[src/flash_status_defines.svh]
`ifndef FLASH_STATUS_DEFINES_SVH
`define FLASH_STATUS_DEFINES_SVH

// Command codes on the low data byte; query address on the low address byte
`define CMD_QUERY_ENTRY 8'h98
`define CMD_QUERY_ADDR 8'h55
`define CMD_RESET 8'hF0
`define CMD_UNLOCK1 8'hAA
`define CMD_UNLOCK2 8'h55
`define CMD_ERASE_SETUP 8'h80
`define CMD_BLOCK_ERASE 8'h30
`define CMD_CHIP_ERASE 8'h10
`define CMD_PROGRAM 8'hA0
`define CMD_SUSPEND 8'hB0
`define CMD_RESUME 8'h30

// Status bit positions on the data bus
`define BIT_EXCEEDED 5
`define BIT_ERASE_WINDOW 3
`define BIT_TOGGLE2 2

// Timing
`define CLK_PERIOD_NS 40
`define ERASE_WINDOW_US 50
`define ERASE_WINDOW_CYC ((`ERASE_WINDOW_US * 1000) / `CLK_PERIOD_NS)

// Query space
`define QRY_ADDR_W 7
`define QRY_UPPER_BYTE 8'h00

`endif

[src/flash_status_pkg.sv]
package flash_status_pkg;

    typedef enum logic [5:0] {
        ST_IDLE = 6'b000001,
        ST_WINDOW = 6'b000010,
        ST_ERASE = 6'b000100,
        ST_PROG = 6'b001000,
        ST_ESUSP = 6'b010000,
        ST_PSUSP = 6'b100000
    } op_state_type;

    typedef enum logic [2:0] {
        CS_NONE = 3'b001,
        CS_U1 = 3'b010,
        CS_U2 = 3'b100
    } cmd_step_type;

endpackage

[src/query_rom.sv]
`timescale 1ns/1ns
`default_nettype none
`include "flash_status_defines.svh"

module query_rom (
    input wire logic [`QRY_ADDR_W-1:0] addr_in, // Query word address
    output logic [7:0] data_out // Query byte
);

    // =========================================================
    // Query table
    always_comb begin
        case (addr_in)
            7'h10: data_out = 8'h51;
            7'h11: data_out = 8'h52;
            7'h12: data_out = 8'h59;
            7'h13: data_out = 8'h02;
            7'h15: data_out = 8'h40;
            7'h1B: data_out = 8'h17;
            7'h1C: data_out = 8'h19;
            7'h1D: data_out = 8'h85;
            7'h1E: data_out = 8'h95;
            7'h1F: data_out = 8'h04;
            7'h21: data_out = 8'h0A;
            7'h22: data_out = 8'h11;
            7'h23: data_out = 8'h05;
            7'h25: data_out = 8'h04;
            7'h27: data_out = 8'h16;
            7'h2C: data_out = 8'h02;
            7'h2D: data_out = 8'h07;
            7'h2F: data_out = 8'h20;
            7'h31: data_out = 8'h3E;
            7'h34: data_out = 8'h01;
            7'h40: data_out = 8'h50;
            7'h41: data_out = 8'h52;
            7'h42: data_out = 8'h49;
            7'h43: data_out = 8'h35;
            7'h44: data_out = 8'h30;
            7'h46: data_out = 8'h02;
            7'h47: data_out = 8'h01;
            7'h49: data_out = 8'h01;
            7'h4A: data_out = 8'h01;
            7'h4B: data_out = 8'h01;
            7'h4D: data_out = 8'h03;
            7'h4E: data_out = 8'h42;
            7'h50: data_out = 8'h01;
            default: data_out = 8'h00;
        endcase
    end

endmodule
`default_nettype wire

[src/erase_window_timer.sv]
`timescale 1ns/1ns
`default_nettype none
`include "flash_status_defines.svh"

module erase_window_timer #(
    parameter int WINDOW_CYC = `ERASE_WINDOW_CYC
) (
    input wire logic mclk_in, // Clock
    input wire logic rst_b_in, // Async reset, active low
    input wire logic restart_in, // Start or restart the window
    input wire logic run_in, // Window open
    output logic expired_out // Pulse at window end
);

    localparam int CW = $clog2(WINDOW_CYC + 1);

    // Elaboration check on the window length
    if (WINDOW_CYC < 2) begin : g_window_check
        $error("WINDOW_CYC too small");
    end

    logic [CW-1:0] cnt_r;
    logic [CW-1:0] cnt_nxt;

    // =========================================================
    // Window counter
    always_comb begin
        cnt_nxt = cnt_r;
        if (restart_in) begin
            cnt_nxt = CW'(WINDOW_CYC - 1);
        end else if (run_in && cnt_r != '0) begin
            cnt_nxt = cnt_r - CW'(1);
        end
    end

    always_ff @(posedge mclk_in or negedge rst_b_in) begin
        if (!rst_b_in) begin
            cnt_r <= '0;
        end else begin
            cnt_r <= cnt_nxt;
        end
    end

    assign expired_out = run_in && !restart_in && cnt_r == CW'(1);

endmodule
`default_nettype wire

[src/flash_status_query.sv]
// Function
// Program or erase overrunning its time limit raises exceeded flag bit 5.
// Erase window flag bit 3 rises after 50 us; erase then starts.
// After window expiry, writes are ignored until erase completes; the code accepts the B0H suspend command while the exceeded flag is clear.
// Within the window, further 30H block erase commands add blocks.
// Erase window flag stays low while the window is open.
// Host should read bit 3 after each block erase command.
// Bit 2 toggles only during erase or suspend, on erasing block reads.
// In suspend, bit 2 toggles for suspended block, else array data.
// Programming a non-suspended block in erase suspend drives bit 2 high.
// Data-valid output high when burst data valid, low otherwise.
// Chip select low with output enable high holds data-valid high.
// Writing 98H to word address 55H enters query mode.
// Query bytes on bits 7..0, upper byte reads 00h.
// Host leaves query mode with the reset command.
// Query addresses 10H..12H read Q, R, Y.
// Command set at 13H..14H, extended table address 0040H at 15H.
// Typical timeouts 0004H, 000AH, 0011H at 1FH, 21H, 22H.
// Maximum timeouts 0005H at 23H, 0004H at 25H, others zero.
// Two erase regions at 2CH with the given region words.
// Extended table P, R, I at 40H..42H, versions 35H and 30H.
// Erase suspend 0002H at 46H, block protect 0001H at 47H.
// Address 50H reads 0001H for synchronous handshaking.
// Reset command in query mode restores array reads.
`timescale 1ns/1ns
`default_nettype none
`include "flash_status_defines.svh"

module flash_status_query
    import flash_status_pkg::*;
#(
    parameter int ADDR_W = 21,
    parameter int BLK_W = 6,
    parameter int WINDOW_CYC = `ERASE_WINDOW_CYC
) (
    input wire logic mclk_in, // Burst clock
    input wire logic rst_b_in, // Hardware reset, active low
    input wire logic ce_b_in, // Chip select, active low
    input wire logic oe_b_in, // Output enable, active low
    input wire logic we_b_in, // Write strobe, active low
    input wire logic [ADDR_W-1:0] addr_in, // Word address
    input wire logic [15:0] wdata_in, // Write data
    input wire logic [15:0] array_data_in, // Array data at addr_in
    input wire logic burst_valid_in, // Burst data ready next edge
    input wire logic op_done_in, // Internal routine finished
    input wire logic time_limit_in, // Internal routine overran
    output logic [15:0] rdata_out, // Read data
    output logic rdy_out, // Burst data valid
    output logic erase_start_out, // Block erase begins at window end (pulse)
    output logic [ADDR_W-1:0] erase_blk_mask_out, // Unused high bits zero
    output logic query_mode_out, // Query space mapped
    output logic busy_out // Any state but idle: window, erase, program or suspend
);

    localparam int NBLK = 1 << BLK_W;

    // Elaboration check on the address split
    if (ADDR_W < BLK_W + `QRY_ADDR_W || BLK_W < 1) begin : g_addr_check
        $error("ADDR_W too small for BLK_W");
    end

    function automatic logic [BLK_W-1:0] blk_of(input logic [ADDR_W-1:0] a);
        blk_of = a[ADDR_W-1 -: BLK_W];
    endfunction

    // =========================================================
    // Write and read strobes: one pulse per write or read cycle
    logic we_d_r;
    logic wr_cyc;
    logic wr_pulse;
    logic rd_cyc;
    logic rd_pulse;
    logic rd_d_r;
    assign wr_cyc = !ce_b_in && !we_b_in && oe_b_in;
    assign wr_pulse = wr_cyc && !we_d_r;
    assign rd_cyc = !ce_b_in && !oe_b_in && we_b_in;
    assign rd_pulse = rd_cyc && !rd_d_r;

    // =========================================================
    // Operation state
    op_state_type st_r, st_nxt;
    cmd_step_type cs_r, cs_nxt;
    logic erase_cmd_r, erase_cmd_nxt;
    logic prog_cmd_r, prog_cmd_nxt;
    logic query_r, query_nxt;
    logic exceeded_r, exceeded_nxt;
    logic win_flag_r, win_flag_nxt;
    logic tog2_r, tog2_nxt;
    logic bad_prog_r, bad_prog_nxt;
    logic [NBLK-1:0] blk_r, blk_nxt;
    logic [BLK_W-1:0] pblk_r, pblk_nxt;
    logic win_restart;
    logic win_expired;
    logic [7:0] wbyte;
    logic [BLK_W-1:0] wblk;
    logic [BLK_W-1:0] rblk;
    logic [7:0] qbyte;

    assign wbyte = wdata_in[7:0];
    assign wblk = blk_of(addr_in);
    assign rblk = blk_of(addr_in);

    erase_window_timer #(
        .WINDOW_CYC(WINDOW_CYC)
    ) u_timer (
        .mclk_in(mclk_in),
        .rst_b_in(rst_b_in),
        .restart_in(win_restart),
        .run_in(st_r == ST_WINDOW),
        .expired_out(win_expired)
    );

    query_rom u_rom (
        .addr_in(addr_in[`QRY_ADDR_W-1:0]),
        .data_out(qbyte)
    );

    always_comb begin
        st_nxt = st_r;
        cs_nxt = cs_r;
        erase_cmd_nxt = erase_cmd_r;
        prog_cmd_nxt = prog_cmd_r;
        query_nxt = query_r;
        exceeded_nxt = exceeded_r;
        win_flag_nxt = win_flag_r;
        tog2_nxt = tog2_r;
        bad_prog_nxt = bad_prog_r;
        blk_nxt = blk_r;
        pblk_nxt = pblk_r;
        win_restart = 1'b0;
        if (rd_pulse) begin
            tog2_nxt = !tog2_r;
        end
        if (time_limit_in && (st_r == ST_ERASE || st_r == ST_PROG)) begin
            exceeded_nxt = 1'b1;
        end
        case (st_r)
            ST_IDLE: begin
                if (wr_pulse) begin
                    if (wbyte == `CMD_RESET) begin
                        query_nxt = 1'b0;
                        cs_nxt = CS_NONE;
                        exceeded_nxt = 1'b0;
                    end else if (wbyte == `CMD_QUERY_ENTRY &&
                                 addr_in[7:0] == `CMD_QUERY_ADDR) begin
                        query_nxt = 1'b1;
                    end else if (prog_cmd_r) begin
                        prog_cmd_nxt = 1'b0;
                        pblk_nxt = wblk;
                        st_nxt = ST_PROG;
                    end else begin
                        case (cs_r)
                            CS_NONE: begin
                                if (wbyte == `CMD_UNLOCK1) begin
                                    cs_nxt = CS_U1;
                                end
                            end
                            CS_U1: begin
                                cs_nxt = (wbyte == `CMD_UNLOCK2) ?
                                         CS_U2 : CS_NONE;
                            end
                            CS_U2: begin
                                cs_nxt = CS_NONE;
                                if (wbyte == `CMD_ERASE_SETUP) begin
                                    erase_cmd_nxt = 1'b1;
                                end else if (wbyte == `CMD_PROGRAM) begin
                                    prog_cmd_nxt = 1'b1;
                                end else if (erase_cmd_r &&
                                             wbyte == `CMD_BLOCK_ERASE) begin
                                    erase_cmd_nxt = 1'b0;
                                    blk_nxt = '0;
                                    blk_nxt[wblk] = 1'b1;
                                    win_flag_nxt = 1'b0;
                                    win_restart = 1'b1;
                                    st_nxt = ST_WINDOW;
                                end else if (erase_cmd_r &&
                                             wbyte == `CMD_CHIP_ERASE) begin
                                    erase_cmd_nxt = 1'b0;
                                    blk_nxt = '1;
                                    win_flag_nxt = 1'b1;
                                    st_nxt = ST_ERASE;
                                end
                            end
                            default: cs_nxt = CS_NONE;
                        endcase
                    end
                end
            end
            ST_WINDOW: begin
                if (wr_pulse && wbyte == `CMD_BLOCK_ERASE) begin
                    blk_nxt[wblk] = 1'b1;
                    win_restart = 1'b1;
                end else if (win_expired) begin
                    win_flag_nxt = 1'b1;
                    st_nxt = ST_ERASE;
                end
            end
            ST_ERASE: begin
                // Writes are ignored here except suspend while the exceeded flag is clear
                if (op_done_in) begin
                    st_nxt = ST_IDLE;
                    win_flag_nxt = 1'b0;
                    if (!exceeded_r) begin
                        blk_nxt = '0;
                    end
                end else if (wr_pulse && wbyte == `CMD_SUSPEND &&
                             !exceeded_r) begin
                    st_nxt = ST_ESUSP;
                end
            end
            ST_PROG: begin
                if (op_done_in) begin
                    st_nxt = bad_prog_r ? ST_ESUSP : ST_IDLE;
                end else if (wr_pulse && wbyte == `CMD_SUSPEND &&
                             !bad_prog_r) begin
                    st_nxt = ST_PSUSP;
                end
            end
            ST_ESUSP: begin
                if (wr_pulse && wbyte == `CMD_RESUME) begin
                    st_nxt = ST_ERASE;
                    bad_prog_nxt = 1'b0;
                end else if (wr_pulse && wbyte == `CMD_PROGRAM) begin
                    prog_cmd_nxt = 1'b1;
                end else if (wr_pulse && prog_cmd_r) begin
                    prog_cmd_nxt = 1'b0;
                    pblk_nxt = wblk;
                    bad_prog_nxt = !blk_r[wblk];
                    st_nxt = ST_PROG;
                end
            end
            ST_PSUSP: begin
                if (wr_pulse && wbyte == `CMD_RESUME) begin
                    st_nxt = ST_PROG;
                end
            end
            default: st_nxt = ST_IDLE;
        endcase
    end

    always_ff @(posedge mclk_in or negedge rst_b_in) begin
        if (!rst_b_in) begin
            st_r <= ST_IDLE;
            cs_r <= CS_NONE;
            erase_cmd_r <= 1'b0;
            prog_cmd_r <= 1'b0;
            query_r <= 1'b0;
            exceeded_r <= 1'b0;
            win_flag_r <= 1'b0;
            tog2_r <= 1'b0;
            bad_prog_r <= 1'b0;
            blk_r <= '0;
            pblk_r <= '0;
            we_d_r <= 1'b0;
            rd_d_r <= 1'b0;
        end else begin
            st_r <= st_nxt;
            cs_r <= cs_nxt;
            erase_cmd_r <= erase_cmd_nxt;
            prog_cmd_r <= prog_cmd_nxt;
            query_r <= query_nxt;
            exceeded_r <= exceeded_nxt;
            win_flag_r <= win_flag_nxt;
            tog2_r <= tog2_nxt;
            bad_prog_r <= bad_prog_nxt;
            blk_r <= blk_nxt;
            pblk_r <= pblk_nxt;
            we_d_r <= wr_cyc;
            rd_d_r <= rd_cyc;
        end
    end

    // =========================================================
    // Read data path
    logic [15:0] rdata_nxt;
    logic erasing_blk;
    logic in_erase;
    assign in_erase = st_r == ST_WINDOW || st_r == ST_ERASE;
    assign erasing_blk = blk_r[rblk];

    always_comb begin
        rdata_nxt = array_data_in;
        if (query_r) begin
            rdata_nxt = {`QRY_UPPER_BYTE, qbyte};
        end else if (in_erase && erasing_blk) begin
            rdata_nxt = 16'h0000;
            rdata_nxt[`BIT_EXCEEDED] = exceeded_r;
            rdata_nxt[`BIT_ERASE_WINDOW] = win_flag_r;
            rdata_nxt[`BIT_TOGGLE2] = tog2_r;
        end else if (st_r == ST_PROG && rblk == pblk_r) begin
            rdata_nxt = 16'h0000;
            rdata_nxt[`BIT_EXCEEDED] = exceeded_r;
            rdata_nxt[`BIT_TOGGLE2] = 1'b1;
        end else if (st_r == ST_ESUSP && erasing_blk) begin
            rdata_nxt = 16'h0000;
            rdata_nxt[`BIT_TOGGLE2] = tog2_r;
        end else if (st_r == ST_PSUSP && rblk == pblk_r) begin
            rdata_nxt = 16'h0000;
            rdata_nxt[`BIT_TOGGLE2] = tog2_r;
        end
    end

    always_ff @(posedge mclk_in or negedge rst_b_in) begin
        if (!rst_b_in) begin
            rdata_out <= 16'h0000;
        end else begin
            rdata_out <= rdata_nxt;
        end
    end

    // =========================================================
    // Outputs
    assign rdy_out = (!ce_b_in && oe_b_in) ? 1'b1 : burst_valid_in;
    assign erase_start_out = st_r == ST_WINDOW && st_nxt == ST_ERASE;
    assign query_mode_out = query_r;
    assign busy_out = st_r != ST_IDLE;
    assign erase_blk_mask_out = ADDR_W'(blk_r[BLK_W-1:0]);

    // =========================================================
    // Checks
    rdy_hold_a: assert property (@(posedge mclk_in) disable iff (!rst_b_in)
        (!ce_b_in && oe_b_in) |-> rdy_out)
        else $error("data-valid not high when deselected output");
    win_low_a: assert property (@(posedge mclk_in) disable iff (!rst_b_in)
        (st_r == ST_WINDOW) |-> !win_flag_r)
        else $error("window flag high while window open");
    win_rise_a: assert property (@(posedge mclk_in) disable iff (!rst_b_in)
        (st_r == ST_WINDOW && win_expired && !wr_pulse) |=>
        (win_flag_r && st_r == ST_ERASE))
        else $error("erase did not start at window end");
    query_in_a: assert property (@(posedge mclk_in) disable iff (!rst_b_in)
        (st_r == ST_IDLE && wr_pulse && wbyte == `CMD_QUERY_ENTRY &&
         addr_in[7:0] == `CMD_QUERY_ADDR) |=> query_r)
        else $error("query entry missed");
    query_out_a: assert property (@(posedge mclk_in) disable iff (!rst_b_in)
        (query_r && st_r == ST_IDLE && wr_pulse && wbyte == `CMD_RESET)
        |=> !query_r ##1 (rdata_out == $past(array_data_in)))
        else $error("reset did not leave query mode");
    query_up_a: assert property (@(posedge mclk_in) disable iff (!rst_b_in)
        query_r |=> rdata_out[15:8] == 8'h00)
        else $error("query upper byte not zero");
    erase_ign_a: assert property (@(posedge mclk_in) disable iff (!rst_b_in)
        (st_r == ST_ERASE && !op_done_in && wbyte != `CMD_SUSPEND)
        |=> $stable(blk_r) && st_r == ST_ERASE)
        else $error("write accepted during erase");
    add_blk_a: assert property (@(posedge mclk_in) disable iff (!rst_b_in)
        (st_r == ST_WINDOW && wr_pulse && wbyte == `CMD_BLOCK_ERASE)
        |=> blk_r[$past(wblk)] && st_r == ST_WINDOW)
        else $error("extra block erase not accepted");
    exceed_a: assert property (@(posedge mclk_in) disable iff (!rst_b_in)
        (st_r == ST_ERASE && time_limit_in && !op_done_in) |=> exceeded_r)
        else $error("exceeded flag not raised");
    qry_sig_a: assert property (@(posedge mclk_in) disable iff (!rst_b_in)
        (query_r && addr_in[`QRY_ADDR_W-1:0] == 7'h10) |=>
        rdata_out == 16'h0051)
        else $error("query signature wrong");

endmodule
`default_nettype wire

[config.mk]
export PLATFORM = sky130hd
export DESIGN_NAME = flash_status_query
export DESIGN_NICKNAME = d
export VERILOG_FILES = /design/src/flash_status_pkg.sv /design/src/query_rom.sv /design/src/erase_window_timer.sv /design/src/flash_status_query.sv
export VERILOG_INCLUDE_DIRS = /design/src
export SDC_FILE = /design/constraint.sdc
export NUM_CORES = 1
export LEC_CHECK = 0
export ABC_AREA = 1
export ABC_CLOCK_PERIOD_IN_PS = 2600
export BUFFER_PORTS_ARGS = -buffer_cell sky130_fd_sc_hd__buf_2
export CORE_ASPECT_RATIO = 1.1
export CORE_MARGIN = 10
export CORE_UTILIZATION = 60
export CTS_BUF_LIST = sky130_fd_sc_hd__clkbuf_2 sky130_fd_sc_hd__clkbuf_4 sky130_fd_sc_hd__clkbuf_8
export CTS_CLUSTER_SIZE = 24
export DETAILED_ROUTE_END_ITERATION = 8
export GPL_ROUTABILITY_DRIVEN = 0
export PLACE_DENSITY = 0.83
export SETUP_SLACK_MARGIN = 0.02
export SLEW_MARGIN = 15
export SYNTH_ARGS = -nofsm -noshare
export SYNTH_HDL_FRONTEND = slang
export SYNTH_SLANG_ARGS = --single-unit
[constraint.sdc]
create_clock -name mclk_in -period 2.6 [get_ports mclk_in]
set_clock_uncertainty 0.05 [all_clocks]
set_input_delay 0.52 -clock mclk_in [delete_from_list [all_inputs] [get_ports mclk_in]]
set_output_delay 0.52 -clock mclk_in [all_outputs]
set_load 0.02 [all_outputs]
After elaboration in Yosys (flattened, before gate mapping)
Memory sizes are Yosys's and may differ from the RTL's.
Index checks and enable logic that the tools add are counted.
{"block": "totals", "memories": 1, "romBits": 1024, "register_bits": 115, "in_bits": 61}
{"memory": "(name not given)", "words": 128, "width": 8, "rd": 1, "rd_ports_with_merged_regs": 0, "wr": 0, "line": "query_rom.sv:13", "text": "case (addr_in)"}
{"block": "classes", "n_eq_ne": 46, "addsub": 1, "reduce_logical": 53, "bitwise": 4, "magnitude_cmp": 2, "mux": 107}
{"operator": "$mux 64", "n": 12}
{"operator": "$pmux 64 s3", "n": 1}
{"operator": "$mux 6", "n": 26}
{"operator": "$mux 16", "n": 5}
{"operator": "$or 64x64->64", "n": 1}
{"operator": "$eq 8x8->1 const B", "n": 6}
{"operator": "$mux 1", "n": 47}
{"operator": "$ne 2x2->1 const B", "n": 18}
{"operator": "$pmux 6 s6", "n": 1}
{"operator": "$logic_and 1x1->1", "n": 26}
{"operator": "$reduce_and 12->1", "n": 2}
{"operator": "$mux 11", "n": 2}
{"operator": "$eq 8x7->1 const B", "n": 2}
{"operator": "$reduce_and 8->1", "n": 2}
{"operator": "$mux 3", "n": 5}
{"operator": "$eq 6x3->1 const B", "n": 2}
{"operator": "$pmux 6 s2", "n": 1}
{"operator": "$eq 11x1->1 const B", "n": 1}
{"operator": "$reduce_bool 11->1", "n": 1}
{"operator": "$sub 11x1->11 const B", "n": 1}
{"operator": "$logic_not 1->1", "n": 10}
{"operator": "$ne 3x3->1 const B", "n": 3}
{"operator": "$eq 8x5->1 const B", "n": 1}
{"operator": "$eq 8x6->1 const B", "n": 1}
{"operator": "other kinds (26)", "n": 36}

Longest topological paths before layout
Gate-level depths: netlist (run 1).
{"block": "depth", "word_depth": 19, "mapped_depth": 15}

Cells and area by module
A second synthesis (run 1) with hierarchy kept.
{"block": "hier_totals", "cells_unflattened": 1112, "hier_area_um2": 7817.5}
{"mod": "flash_status_query", "n_inst": 1, "seq_area_each_um2": 2605.0, "area_each_um2": 6527.5, "cells_each": 906}
{"mod": "erase_window_timer", "n_inst": 1, "seq_area_each_um2": 275.3, "area_each_um2": 753.2, "cells_each": 102}
{"mod": "query_rom", "n_inst": 1, "seq_area_each_um2": 0.0, "area_each_um2": 536.8, "cells_each": 104}

Worst setup path after synthesis (run 1)
No wires, ideal clock.
{"block": "synth_path", "kind": "register to output", "startpoint": "register st_r[2]", "endpoint": "output erase_start_out", "setup_slack_ps": 340, "arrival_time_ps": 1690, "path_buffers": 0, "path_stages_with_launch": 6, "path_cell_list": "dfrtp_1 -> nor2_1 -> nand4_2 -> inv_2 -> nand2_2 -> nor4_1"}
{"block": "synth_between", "elab_chain_cells": 12}
{"element": "start, declared", "line": "flash_status_query.sv:81", "text": "op_state_type st_r, st_nxt;"}
{"element": "start signal, assigned", "line": "flash_status_query.sv:257", "text": "st_r <= st_nxt;"}
{"element": "$mux 6", "line": "flash_status_query.sv:176", "text": "end else if (erase_cmd_r &&"}
{"element": "$mux 6", "line": "flash_status_query.sv:168", "text": "end else if (erase_cmd_r &&"}
{"element": "$mux 6", "line": "flash_status_query.sv:166", "text": "end else if (wbyte == `CMD_PROGRAM) begin"}
{"element": "$mux 6", "line": "flash_status_query.sv:164", "text": "if (wbyte == `CMD_ERASE_SETUP) begin"}
{"element": "$mux 6", "line": "flash_status_query.sv:152", "text": "case (cs_r)"}
{"element": "$mux 6", "line": "flash_status_query.sv:147", "text": "end else if (prog_cmd_r) begin"}
{"element": "$mux 6", "line": "flash_status_query.sv:144", "text": "end else if (wbyte == `CMD_QUERY_ENTRY &&"}
{"element": "$mux 6", "line": "flash_status_query.sv:140", "text": "if (wbyte == `CMD_RESET) begin"}
{"element": "$mux 6", "line": "flash_status_query.sv:139", "text": "if (wr_pulse) begin"}
{"element": "$pmux 6 s6", "line": "flash_status_query.sv:137", "text": "case (st_r)"}
{"element": "$eq 6x3->1", "line": "flash_status_query.sv:314", "text": "assign erase_start_out = st_r == ST_WINDOW && st_nxt == ST_ERASE;"}
{"element": "$logic_and 1x1->1 *", "line": "flash_status_query.sv:314"}
{"element": "end, declared", "line": "flash_status_query.sv:49", "text": "output logic erase_start_out,"}
Every way passes the cells marked *; elsewhere a longest branch is shown, timed or not.

Worst setup path in the final report (run 1)
Ends and elaborated chain as after synthesis.

==> results of run 1 <==
## metal layers
metal	share of wire, %	global-route usage (%)	up-vias
li1	-	-	3427
met1	39	28.3	3417
met2	49	36.3	365
met3	8.7	5.70	66
met4	3.2	9.37	0
met5	0	0	-
## flip-flops by register name, summed over array words and instances (netlist names), 3 cells and up
| signal | count |
|---|---|
| u_timer.cnt_r | 11 |
| rdata_out | 16 |
| cs_r | 3 |
| st_r | 6 |
| blk_r | 64 |
| pblk_r | 6 |
## power by group
group | internal, mW | switching [mW] | leakage, nW
combinational | 0.286 | 0.529 | 3.08
clock | 0.925 | 0.766 | 0.191
sequential | 1.89 | 0.0649 | 1.21
total | 3.10 | 1.36 | 4.48
## critical path, stage by stage (launching register included)
cell	delay, ns
dfrtp_2	0.45
nor2_4	0.17
nand4_4	0.14
inv_2	0.09
nand2_2	0.06
buf_4	0.14
nor4_2	0.17
buf_4	0.17
buf_2	0.16
## worst max path at each step
stage | end | slack, ns | depth (start not counted)
2_1_floorplan | erase_start_out | 0.34 | 5
3_3_place_gp | blk_r[5]$_DFFE_PN0P_ | -0.24 | 12
3_5_place_dp | blk_r[27]$_DFFE_PN0P_ | -0.31 | 12
4_1_cts | erase_start_out | 0.03 | 8
5_1_grt | erase_start_out | -0.06 | 8
6_report | erase_start_out | 0.05 | 8
## kinds of logic (layout without fill, tap and decap cells)
group	Yosys count	count (layout)	share of synthesized area, %
AO/OA/AOI/OAI	221	221	22.2
XOR/XNOR	8	8	0.915
adder cells (fa/ha/maj)	7	7	1.14
buffers and inverters	208	327	13.3
flip-flops	115	115	37.6
multiplexers	1	1	0.131
other	1	15	0.0490
AND/OR/NAND/NOR	410	411	24.7
## layout make-up
class | count | area (um^2) | area share [%]
repair buffers | 146 | 983 | 11.1
inverters | 149 | 564 | 6.35
multi-input cells | 663 | 3860 | 43.4
flip-flops and latches | 115 | 2880 | 32.4
well taps | 157 | 196 | 2.21
clock inverters | 11 | 129 | 1.45
clock buffers | 21 | 277 | 3.11
## timing repair
action / in CTS / in global routing
setup buffers: 0 / 1
setup endpoints to repair: 12 / 27
cloned: 1 / 0
endpoints found under the hold margin: 0 / 0
pin swaps: 1 / 1
resized for setup: 4 / 3
## cells in the final DEF (no fill, tap or decap), types with 3 or more instances in the layout
cell        Yosys  layout
a21oi_1        73      73
a31oi_1         9       9
a32oi_1         3       3
buf_12          0       5
buf_2           4      70
buf_4          31      71
clkbuf_8        0      19
clkinv_4        1       3
clkinvlp_4      0       5
conb_1          1      15
dfrtp_1       113     111
ha_1            7       7
inv_1         142     142
inv_2           4       4
nand2_1       205     205
nand2_2         4       4
nand3_1        59      59
nand4_1        16      16
nor2_1         68      66
nor2_2         14      13
nor2_4          1       5
nor3_1         20      20
nor3_4          3       3
o211ai_1        6       6
o21ai_0        25      25
o21ai_1        14      14
o22ai_1         7       7
o22ai_2        61      61
o311ai_0        3       3
o31ai_1         5       5
xor2_1          6       6
## per-stage QoR
step / worst slack, ns / cells / util (%) / power, mW
floorplan: 0.340 / 985 / - / 2.50
global placement: -0.238 / 1228 / 67.3 / 2.75
detailed placement: -0.314 / 1228 / 67.3 / 2.78
CTS: 0.0348 / 1261 / 70.8 / 4.46
global route: -0.0568 / 1262 / 70.9 / 4.64
finish: 0.0505 / 1262 / 70.9 / 4.46
==> impl_metrics.toml, run 1 <==
[outcome]
status = "finished, final reports clean"

[clock_tree]
cts_sinks = 115
cts_buffer_depth = 2
cts_max_level = 4
postCtsHoldBufs = 0
cts_made_buffers = 17
clk_latency_ns = 0.44
cts_root_buf = "clkbuf_8"
cts_tree = "yes"
clkTransAtPathRegs_ns = 0.07

[finish]
nets = 1160
fin_area_um2 = 8890
fillers = 950
area_delta_synth_final_pct = 16.1
layout-drive-gt1-share_pct = 26.3
antenna_cells = 0

[yosys]
synth_top_cell_area_share_pct = 36.9
ys_async_sr_fraction_pct = 100
synth_seq_cells = 115
synth_area_leaders = "dfrtp_1, nand2_1, o22ai_2"
yosysSeqAreaShare_pct = 37.6
synthesis.area_um2 = 7660
netlist_top_cells_count = "nand2_1, inv_1, dfrtp_1"
syn_area_per_cell_um2 = 7.88
synthCells = 971
synth_most_common_cell = "nand2_1"
synthFlopType = "dfrtp_1"
ys_warn_count = 0
yosys.area.top_type = "dfrtp_1"
synth_cell_types = 63
synth-edff-count = 0

[critical_path]
path_class = "flop to output port"
crit_path_max_fanout = 4
reg2reg_to = "blk_r[27]$_DFFE_PN0P_"
reg2reg_slack_ns = 0.12
end_kind = "output port"
r2r_cells = 8
worstSetupStartpointType = "flop"
crit_required_ns = 2.03
r2r_start = "st_r[0]$_DFF_PN1_"
crit_path_start = "st_r[2]$_DFF_PN0_"
cp_data_arrival_time_ns = 1.98

[timing]
finalCritPeriodShare_pct = 98.1
fin_crit_ns = 2.55
max_freq_mhz = 392
drv_slew = 0
finalHoldWorstSlack_ns = 0.0537
tightest_slew_ns = 0.826
relSlewSlack_pct = 44.7
hold_violations = 0
setup_viol = 0
tns_ns = 0

[drt]
routed_wl_um = 20500
drc = 0
drt-wirelength-per-cell_um = 16.2
vias = 7275
antenna_left = 0
drtIter0Drc = 1060
viasPerCell = 5.76
firstDrtPassIters = 6

[placement]
placement.cell_area_um2 = 8440
dp_hpwl_um = 14500
port_buffers = 71

[die]
dieArea_um2 = 17700
die_w_um = 128
initial_utilization_pct = 61.1
core_um2 = 12500
die_h_um = 138
rows = 43
ioPinCount = 102

[power_and_ir_drop]
power_density_nw_per_um2 = 502
p_leak_nw = 4.48
vdd_drop_max_mv = 0.353

[global_routing]
grt_pass1_wl_um = 33500
grt_pass1_vias = 6939
grt_max_degree = 66
antenna_found_initial = 0
globalRouteTotalUtil_pct = 22.6
globalRouteOverflowTotal = 0

[flow_run]
max_cap_viol_count = 0

[min_path]
hold_path.class = "input port to async pin"
(Power assumes the default switching activity.)
==> run 2, diff against run 1 <==
--- a/config.mk
+++ b/config.mk
@@ -11,12 +11,11 @@
 export BUFFER_PORTS_ARGS = -buffer_cell sky130_fd_sc_hd__buf_2
 export CORE_ASPECT_RATIO = 1.1
 export CORE_MARGIN = 10
-export CORE_UTILIZATION = 60
+export CORE_UTILIZATION = 29
 export CTS_BUF_LIST = sky130_fd_sc_hd__clkbuf_2 sky130_fd_sc_hd__clkbuf_4 sky130_fd_sc_hd__clkbuf_8
 export CTS_CLUSTER_SIZE = 24
 export DETAILED_ROUTE_END_ITERATION = 8
 export GPL_ROUTABILITY_DRIVEN = 0
-export PLACE_DENSITY = 0.83
 export SETUP_SLACK_MARGIN = 0.02
 export SLEW_MARGIN = 15
 export SYNTH_ARGS = -nofsm -noshare
==> impl_metrics.toml, run 2 (synthesis gave the netlist of run 1 again) <==
[timing]
tightest_slew_ns = 1.08
setup_viol = 0
finalWorstSetupSlack_ns = 0.0760
finalCritPeriodShare_pct = 97.1
hold_violations = 0
max_freq_mhz = 396
fin_crit_ns = 2.52
rsz0062_at_grt = "yes"
tns_ns = 0
relSlewSlack_pct = 27.9
finalHoldWorstSlack_ns = 0.0497
drv_slew = 0

[global_routing]
antenna_found_initial = 3
globalRouteOverflowTotal = 0
globalRouteTotalUtil_pct = 12.8
grt_pass1_wl_um = 35000
grt_max_degree = 48
grt_pass1_vias = 6796

[finish]
reg.largest.list = "blk_r (64), rdata_out (16), u_timer.cnt_r (11)"
multi_input_area_um2 = 3850
regArea_um2 = 2880
fin_util_pct = 34.6
fin_area_um2 = 9010
fillers = 2718
layout-drive-gt1-share_pct = 25.0
final_common_cell = "nand2_1"
area_delta_synth_final_pct = 17.6
largest-register = "blk_r"
final_cell_mix = "nand2_1, inv_1, dfrtp_1"
fin_cells = 1442
nets = 1143
largest_reg_flops = 64

[critical_path]
slowest_stage = "dfrtp_1"
worstSetupStartpointType = "flop"
path_cells = "nor2_2 > nand4_2 > inv_2 > nand2_2 > nor4_4 > buf_4 > buf_2"
end_kind = "output port"
path_class = "flop to output port"
cp_data_arrival_time_ns = 1.95
crit_required_ns = 2.03
critical-path-max-stage-delay_ns = 0.42
r2r_cells = 9
crit_path_max_fanout = 4

[drt]
drc = 0
antenna_left = 0
firstDrtPassIters = 7
viasPerCell = 4.86
routed_wl_um = 22000
vias = 7012
drtIter0Drc = 675
drt-wirelength-per-cell_um = 15.2

[placement]
dp_worst_setup_slack_ns = -0.0665
dp_cells = 1407
dp_hpwl_um = 15500
port_buffers = 71
placement.cell_area_um2 = 8600

[power_and_ir_drop]
vdd_drop_max_mv = 0.258
power_density_nw_per_um2 = 483
power.total_mw = 4.35
p_leak_nw = 4.46

[die]
initial_utilization_pct = 29.4
die_w_um = 175
dieArea_um2 = 33300
core_um2 = 26100
rows = 62
ioPinCount = 102
die_h_um = 190

[clock_tree]
cts_made_buffers = 17
cts_max_level = 4
cts_buffer_depth = 2
clk_latency_ns = 0.44
postCtsHoldBufs = 0
clkTransAtPathRegs_ns = 0.07
cts_root_buf = "clkbuf_8"
cts_tree = "yes"
cts_sinks = 115

[min_path]
hold_path.class = "input port to async pin"

[outcome]
status = "finished, final reports clean"

[flow_run]
max_cap_viol_count = 0
## run 2: cell types whose count changed in the layout (fill, tap and decap cells not counted), moves of 2 or more
cell | previous run | this run
buf_12 | 5 | 8
buf_4 | 71 | 50
bufinv_16 | 2 | 0
clkbuf_8 | 19 | 21
clkinv_4 | 3 | 5
clkinvlp_4 | 5 | 3
dfrtp_1 | 111 | 113
dfrtp_2 | 2 | 0
diode_2 | 0 | 2
nor2_2 | 13 | 15
nor2_4 | 5 | 3
## run 2: where the power goes
part	internal [mW]	switching (mW)	leakage (nW)	total, mW
logic	0.300	0.531	3.06	0.831
clock network	0.775	0.790	0.185	1.57
registers	1.89	0.0658	1.21	1.95
## run 2: final cells by class
cell class                      instances  area share [%]
Sequential cell                       115            32.0
Clock buffer                           22            3.29
Tap cell                              352            4.89
Inverter                              149            6.26
Multi-Input combinational cell        663            42.7
Timing Repair Buffer                  129            9.96
Clock inverter                         10           0.847
Antenna cell                            2          0.0556
## run 2: per-layer routing
| metal | routed length (um) | share of wire [%] | global-route usage [%] | vias up |
|---|---|---|---|---|
| li1 | - | - | - | 3402 |
| met1 | 9730 | 44 | 16.3 | 3342 |
| met2 | 10500 | 48 | 21.0 | 232 |
| met3 | 1470 | 6.7 | 3.11 | 34 |
| met4 | 279 | 1.3 | 3.69 | 2 |
| met5 | 13 | 0.059 | 0 | - |
## run 2: path summary, 6_finish.rpt
| check | end | slack (ns) | from |
|---|---|---|---|
| worst max-delay path | erase_start_out | 0.08 | st_r[2]$_DFF_PN0_ |
| worst min-delay path | cs_r[1]$_DFFE_PN0P_ | 0.05 | rst_b_in |
| worst max register to register | blk_r[41]$_DFFE_PN0P_ | 0.10 | st_r[5]$_DFF_PN0_ |
| worst min register to register | u_timer.cnt_r[10]$_DFFE_PN0P_ | 0.44 | u_timer.cnt_r[10]$_DFFE_PN0P_ |
| max in group asynchronous | blk_r[12]$_DFFE_PN0P_ | 1.73 | rst_b_in |
| min in group mclk_in | rd_d_r$_DFF_PN0_ | 0.22 | oe_b_in |
## run 2: critical path, delay by kind of cell, from the launching register on
family                 cells  cell delay [ns]
buffers and inverters      3             0.43
DFF                        1             0.42
and+or+nand+nor            4             0.67
## run 2: what timing repair did
item                       CTS  global route
setup buffers                0             0
setup endpoints to repair    1            32
gates cloned                 0             1
gates resized for setup      3             2
pin swaps                    0             1
==> run 3, diff against run 2 <==
--- a/config.mk
+++ b/config.mk
@@ -20,4 +20,5 @@
 export SLEW_MARGIN = 15
 export SYNTH_ARGS = -nofsm -noshare
 export SYNTH_HDL_FRONTEND = slang
+export SYNTH_HIERARCHICAL = 1
 export SYNTH_SLANG_ARGS = --single-unit
==> impl_metrics.toml, run 3 <==
[timing]
setup_viol = 65
rsz0062_at_grt = "yes"
finalWorstSetupSlack_ns = -0.306
fin_crit_ns = 2.91
max_freq_mhz = 344
tightest_slew_ns = 0.651
finalCritPeriodShare_pct = 112
relSlewSlack_pct = 56.6
hold_violations = 0
drv_slew = 0

[critical_path]
path_class = "flop to flop"
slowest_stage = "dfrtp_1"
critical-path-max-stage-delay_ns = 0.41
end_kind = "flop"
crit_path_start = "cs_r[1]$_DFFE_PN0P_"
path_cells = "nor3_4 > buf_4 > buf_4 > buf_6 > buf_6 > buf_6 > buf_6 > buf_6 > buf_6 > buf_6 > buf_6 > buf_6 > nand4_1 > a211oi_4 > buf_12 > nand2_4 > clkbuf_16 > nand2_1 > nand2_1"
r2r_cells = 19
worstSetupStartpointType = "flop"
crit_path_max_fanout = 17
crit_top_cell = "buf_6"
crit_required_ns = 2.89
r2r_start = "cs_r[1]$_DFFE_PN0P_"
cp_data_arrival_time_ns = 3.20

[yosys]
synth-edff-count = 0
synth_area_leaders = "dfrtp_1, nand2_1, nor2_1"
netlist_top_cells_count = "nand2_1, nor2_1, inv_1"
synthFlopType = "dfrtp_1"
synthCells = 1112
synth_most_common_cell = "nand2_1"
synthesis.area_um2 = 7820
yosys.area.top_type = "dfrtp_1"
ys_warn_count = 6
yosysSeqAreaShare_pct = 36.8
synth_top_cell_area_share_pct = 36.2
synth_cell_types = 45
synth_seq_cells = 115
syn_area_per_cell_um2 = 7.03
ys_async_sr_fraction_pct = 100

[drt]
firstDrtPassIters = 7
vias = 7611
antenna_left = 0
drt-wirelength-per-cell_um = 14.0
routed_wl_um = 22800
viasPerCell = 4.68
drc = 0
drtIter0Drc = 543

[finish]
largest_reg_flops = 64
final_cell_mix = "nand2_1, nor2_1, inv_1"
fin_cells = 1627
layout-drive-gt1-share_pct = 26.2
largest-register = "blk_r"
final_common_cell = "nand2_1"
nets = 1330
area_delta_synth_final_pct = 24.1
reg.largest.list = "blk_r (64), rdata_out (16), u_timer/cnt_r (11)"

[clock_tree]
clkTransAtPathRegs_ns = 0.08
clk_latency_ns = 0.45
postCtsHoldBufs = 0
cts_tree = "yes"
cts_root_buf = "clkbuf_8"
cts_max_level = 4
cts_made_buffers = 17
cts_sinks = 115
cts_buffer_depth = 2

[die]
initial_utilization_pct = 29.6
rows = 62
ioPinCount = 102
die_h_um = 192
dieArea_um2 = 33900
core_um2 = 26400
die_w_um = 177

[placement]
dp_worst_setup_slack_ns = -0.356
dp_cells = 1568
port_buffers = 71
dp_hpwl_um = 16100

[global_routing]
grt_pass1_vias = 7439
antenna_found_initial = 1
grt_max_degree = 66
globalRouteOverflowTotal = 0
globalRouteTotalUtil_pct = 13.2
grt_pass1_wl_um = 36900

[power_and_ir_drop]
vdd_drop_max_mv = 0.302
power_density_nw_per_um2 = 695
p_leak_nw = 4.98
power.total_mw = 6.74

[outcome]
status = "complete, but fails checks"
violations = "negative setup slack"

[min_path]
hold_path.class = "input port to async pin"

[flow_run]
max_cap_viol_count = 0
## run 3: layer usage
| metal | track usage, % | part of all wire [%] | up-vias |
|---|---|---|---|
| met1 | 16.4 | 43 | 3564 |
| met5 | 0 | 0 | - |
| met3 | 3.10 | 5.9 | 34 |
| met2 | 22.0 | 49 | 223 |
| li1 | - | - | 3790 |
| met4 | 4.59 | 2.0 | 0 |
## run 3: worst paths after layout
| kind | endpoint | slack [ns] |
|---|---|---|
| worst max-delay path | blk_r[17]$_DFFE_PN0P_ | -0.31 |
| worst min-delay path | blk_r[13]$_DFFE_PN0P_ | 0.04 |
| worst max register to register | blk_r[17]$_DFFE_PN0P_ | -0.31 |
| worst min register to register | blk_r[12]$_DFFE_PN0P_ | 0.42 |
| max in group asynchronous | st_r[0]$_DFF_PN1_ | 1.69 |
| min in group mclk_in | we_d_r$_DFF_PN0_ | 0.20 |
## run 3: power by group
part / leakage, nW / switching (mW) / internal (mW) / total (mW)
sequential: 1.36 / 0.360 / 2.43 / 2.79
clock: 0.160 / 0.836 / 0.660 / 1.50
combinational: 3.46 / 1.38 / 1.07 / 2.45
## run 3: what timing repair did
item	in CTS	in global routing
endpoints found under the setup margin	1	67
pin swaps	20	3
gates resized for setup	40	7
gates cloned	0	7
buffers inserted	15	4
## run 3: logic make-up (layout without fill, tap and decap cells)
family          Yosys count  count (layout)  share of synthesized area (%)
xor+xnor                 10              10                           1.12
flops                   115             115                           36.8
simple gates            636             636                           35.1
compound gates          147             147                           12.4
buf+inv                 195             343                           13.2
fa+ha+maj                 8               8                           1.28
other cells               1              16                         0.0480
## run 3: critical path: cells and delay by family, from the launching register on
family / cells / cell delay (ns)
flip-flops: 1 / 0.41
AO/OA/AOI/OAI: 1 / 0.34
buffers and inverters: 13 / 1.33
AND/OR/NAND/NOR: 5 / 0.67
## run 3: final cells by class
class / instances / area, um^2
fillers: 2804 / 16700
well taps: 352 / 440
flip-flops and latches: 115 / 2880
repair buffers: 173 / 1430
inverters: 138 / 519
multi-input cells: 816 / 4090
clock inverters: 15 / 113
diodes: 1 / 2.50
clock buffers: 17 / 234
## run 3: stage by stage
step | util [%] | instance area, um^2 | hold slack (ns) | setup TNS, ns
after floorplan | - | 7880 | 0.174 | 0
after global placement | 33.6 | 8860 | 0.401 | -0.789
after detailed placement | 33.6 | 8860 | 0.403 | -1.32
after CTS | 35.9 | 9470 | 0.0447 | -2.74
after global routing | 36.8 | 9700 | 0.0647 | -24.52
final | 36.8 | 9700 | 0.0430 | -17.83
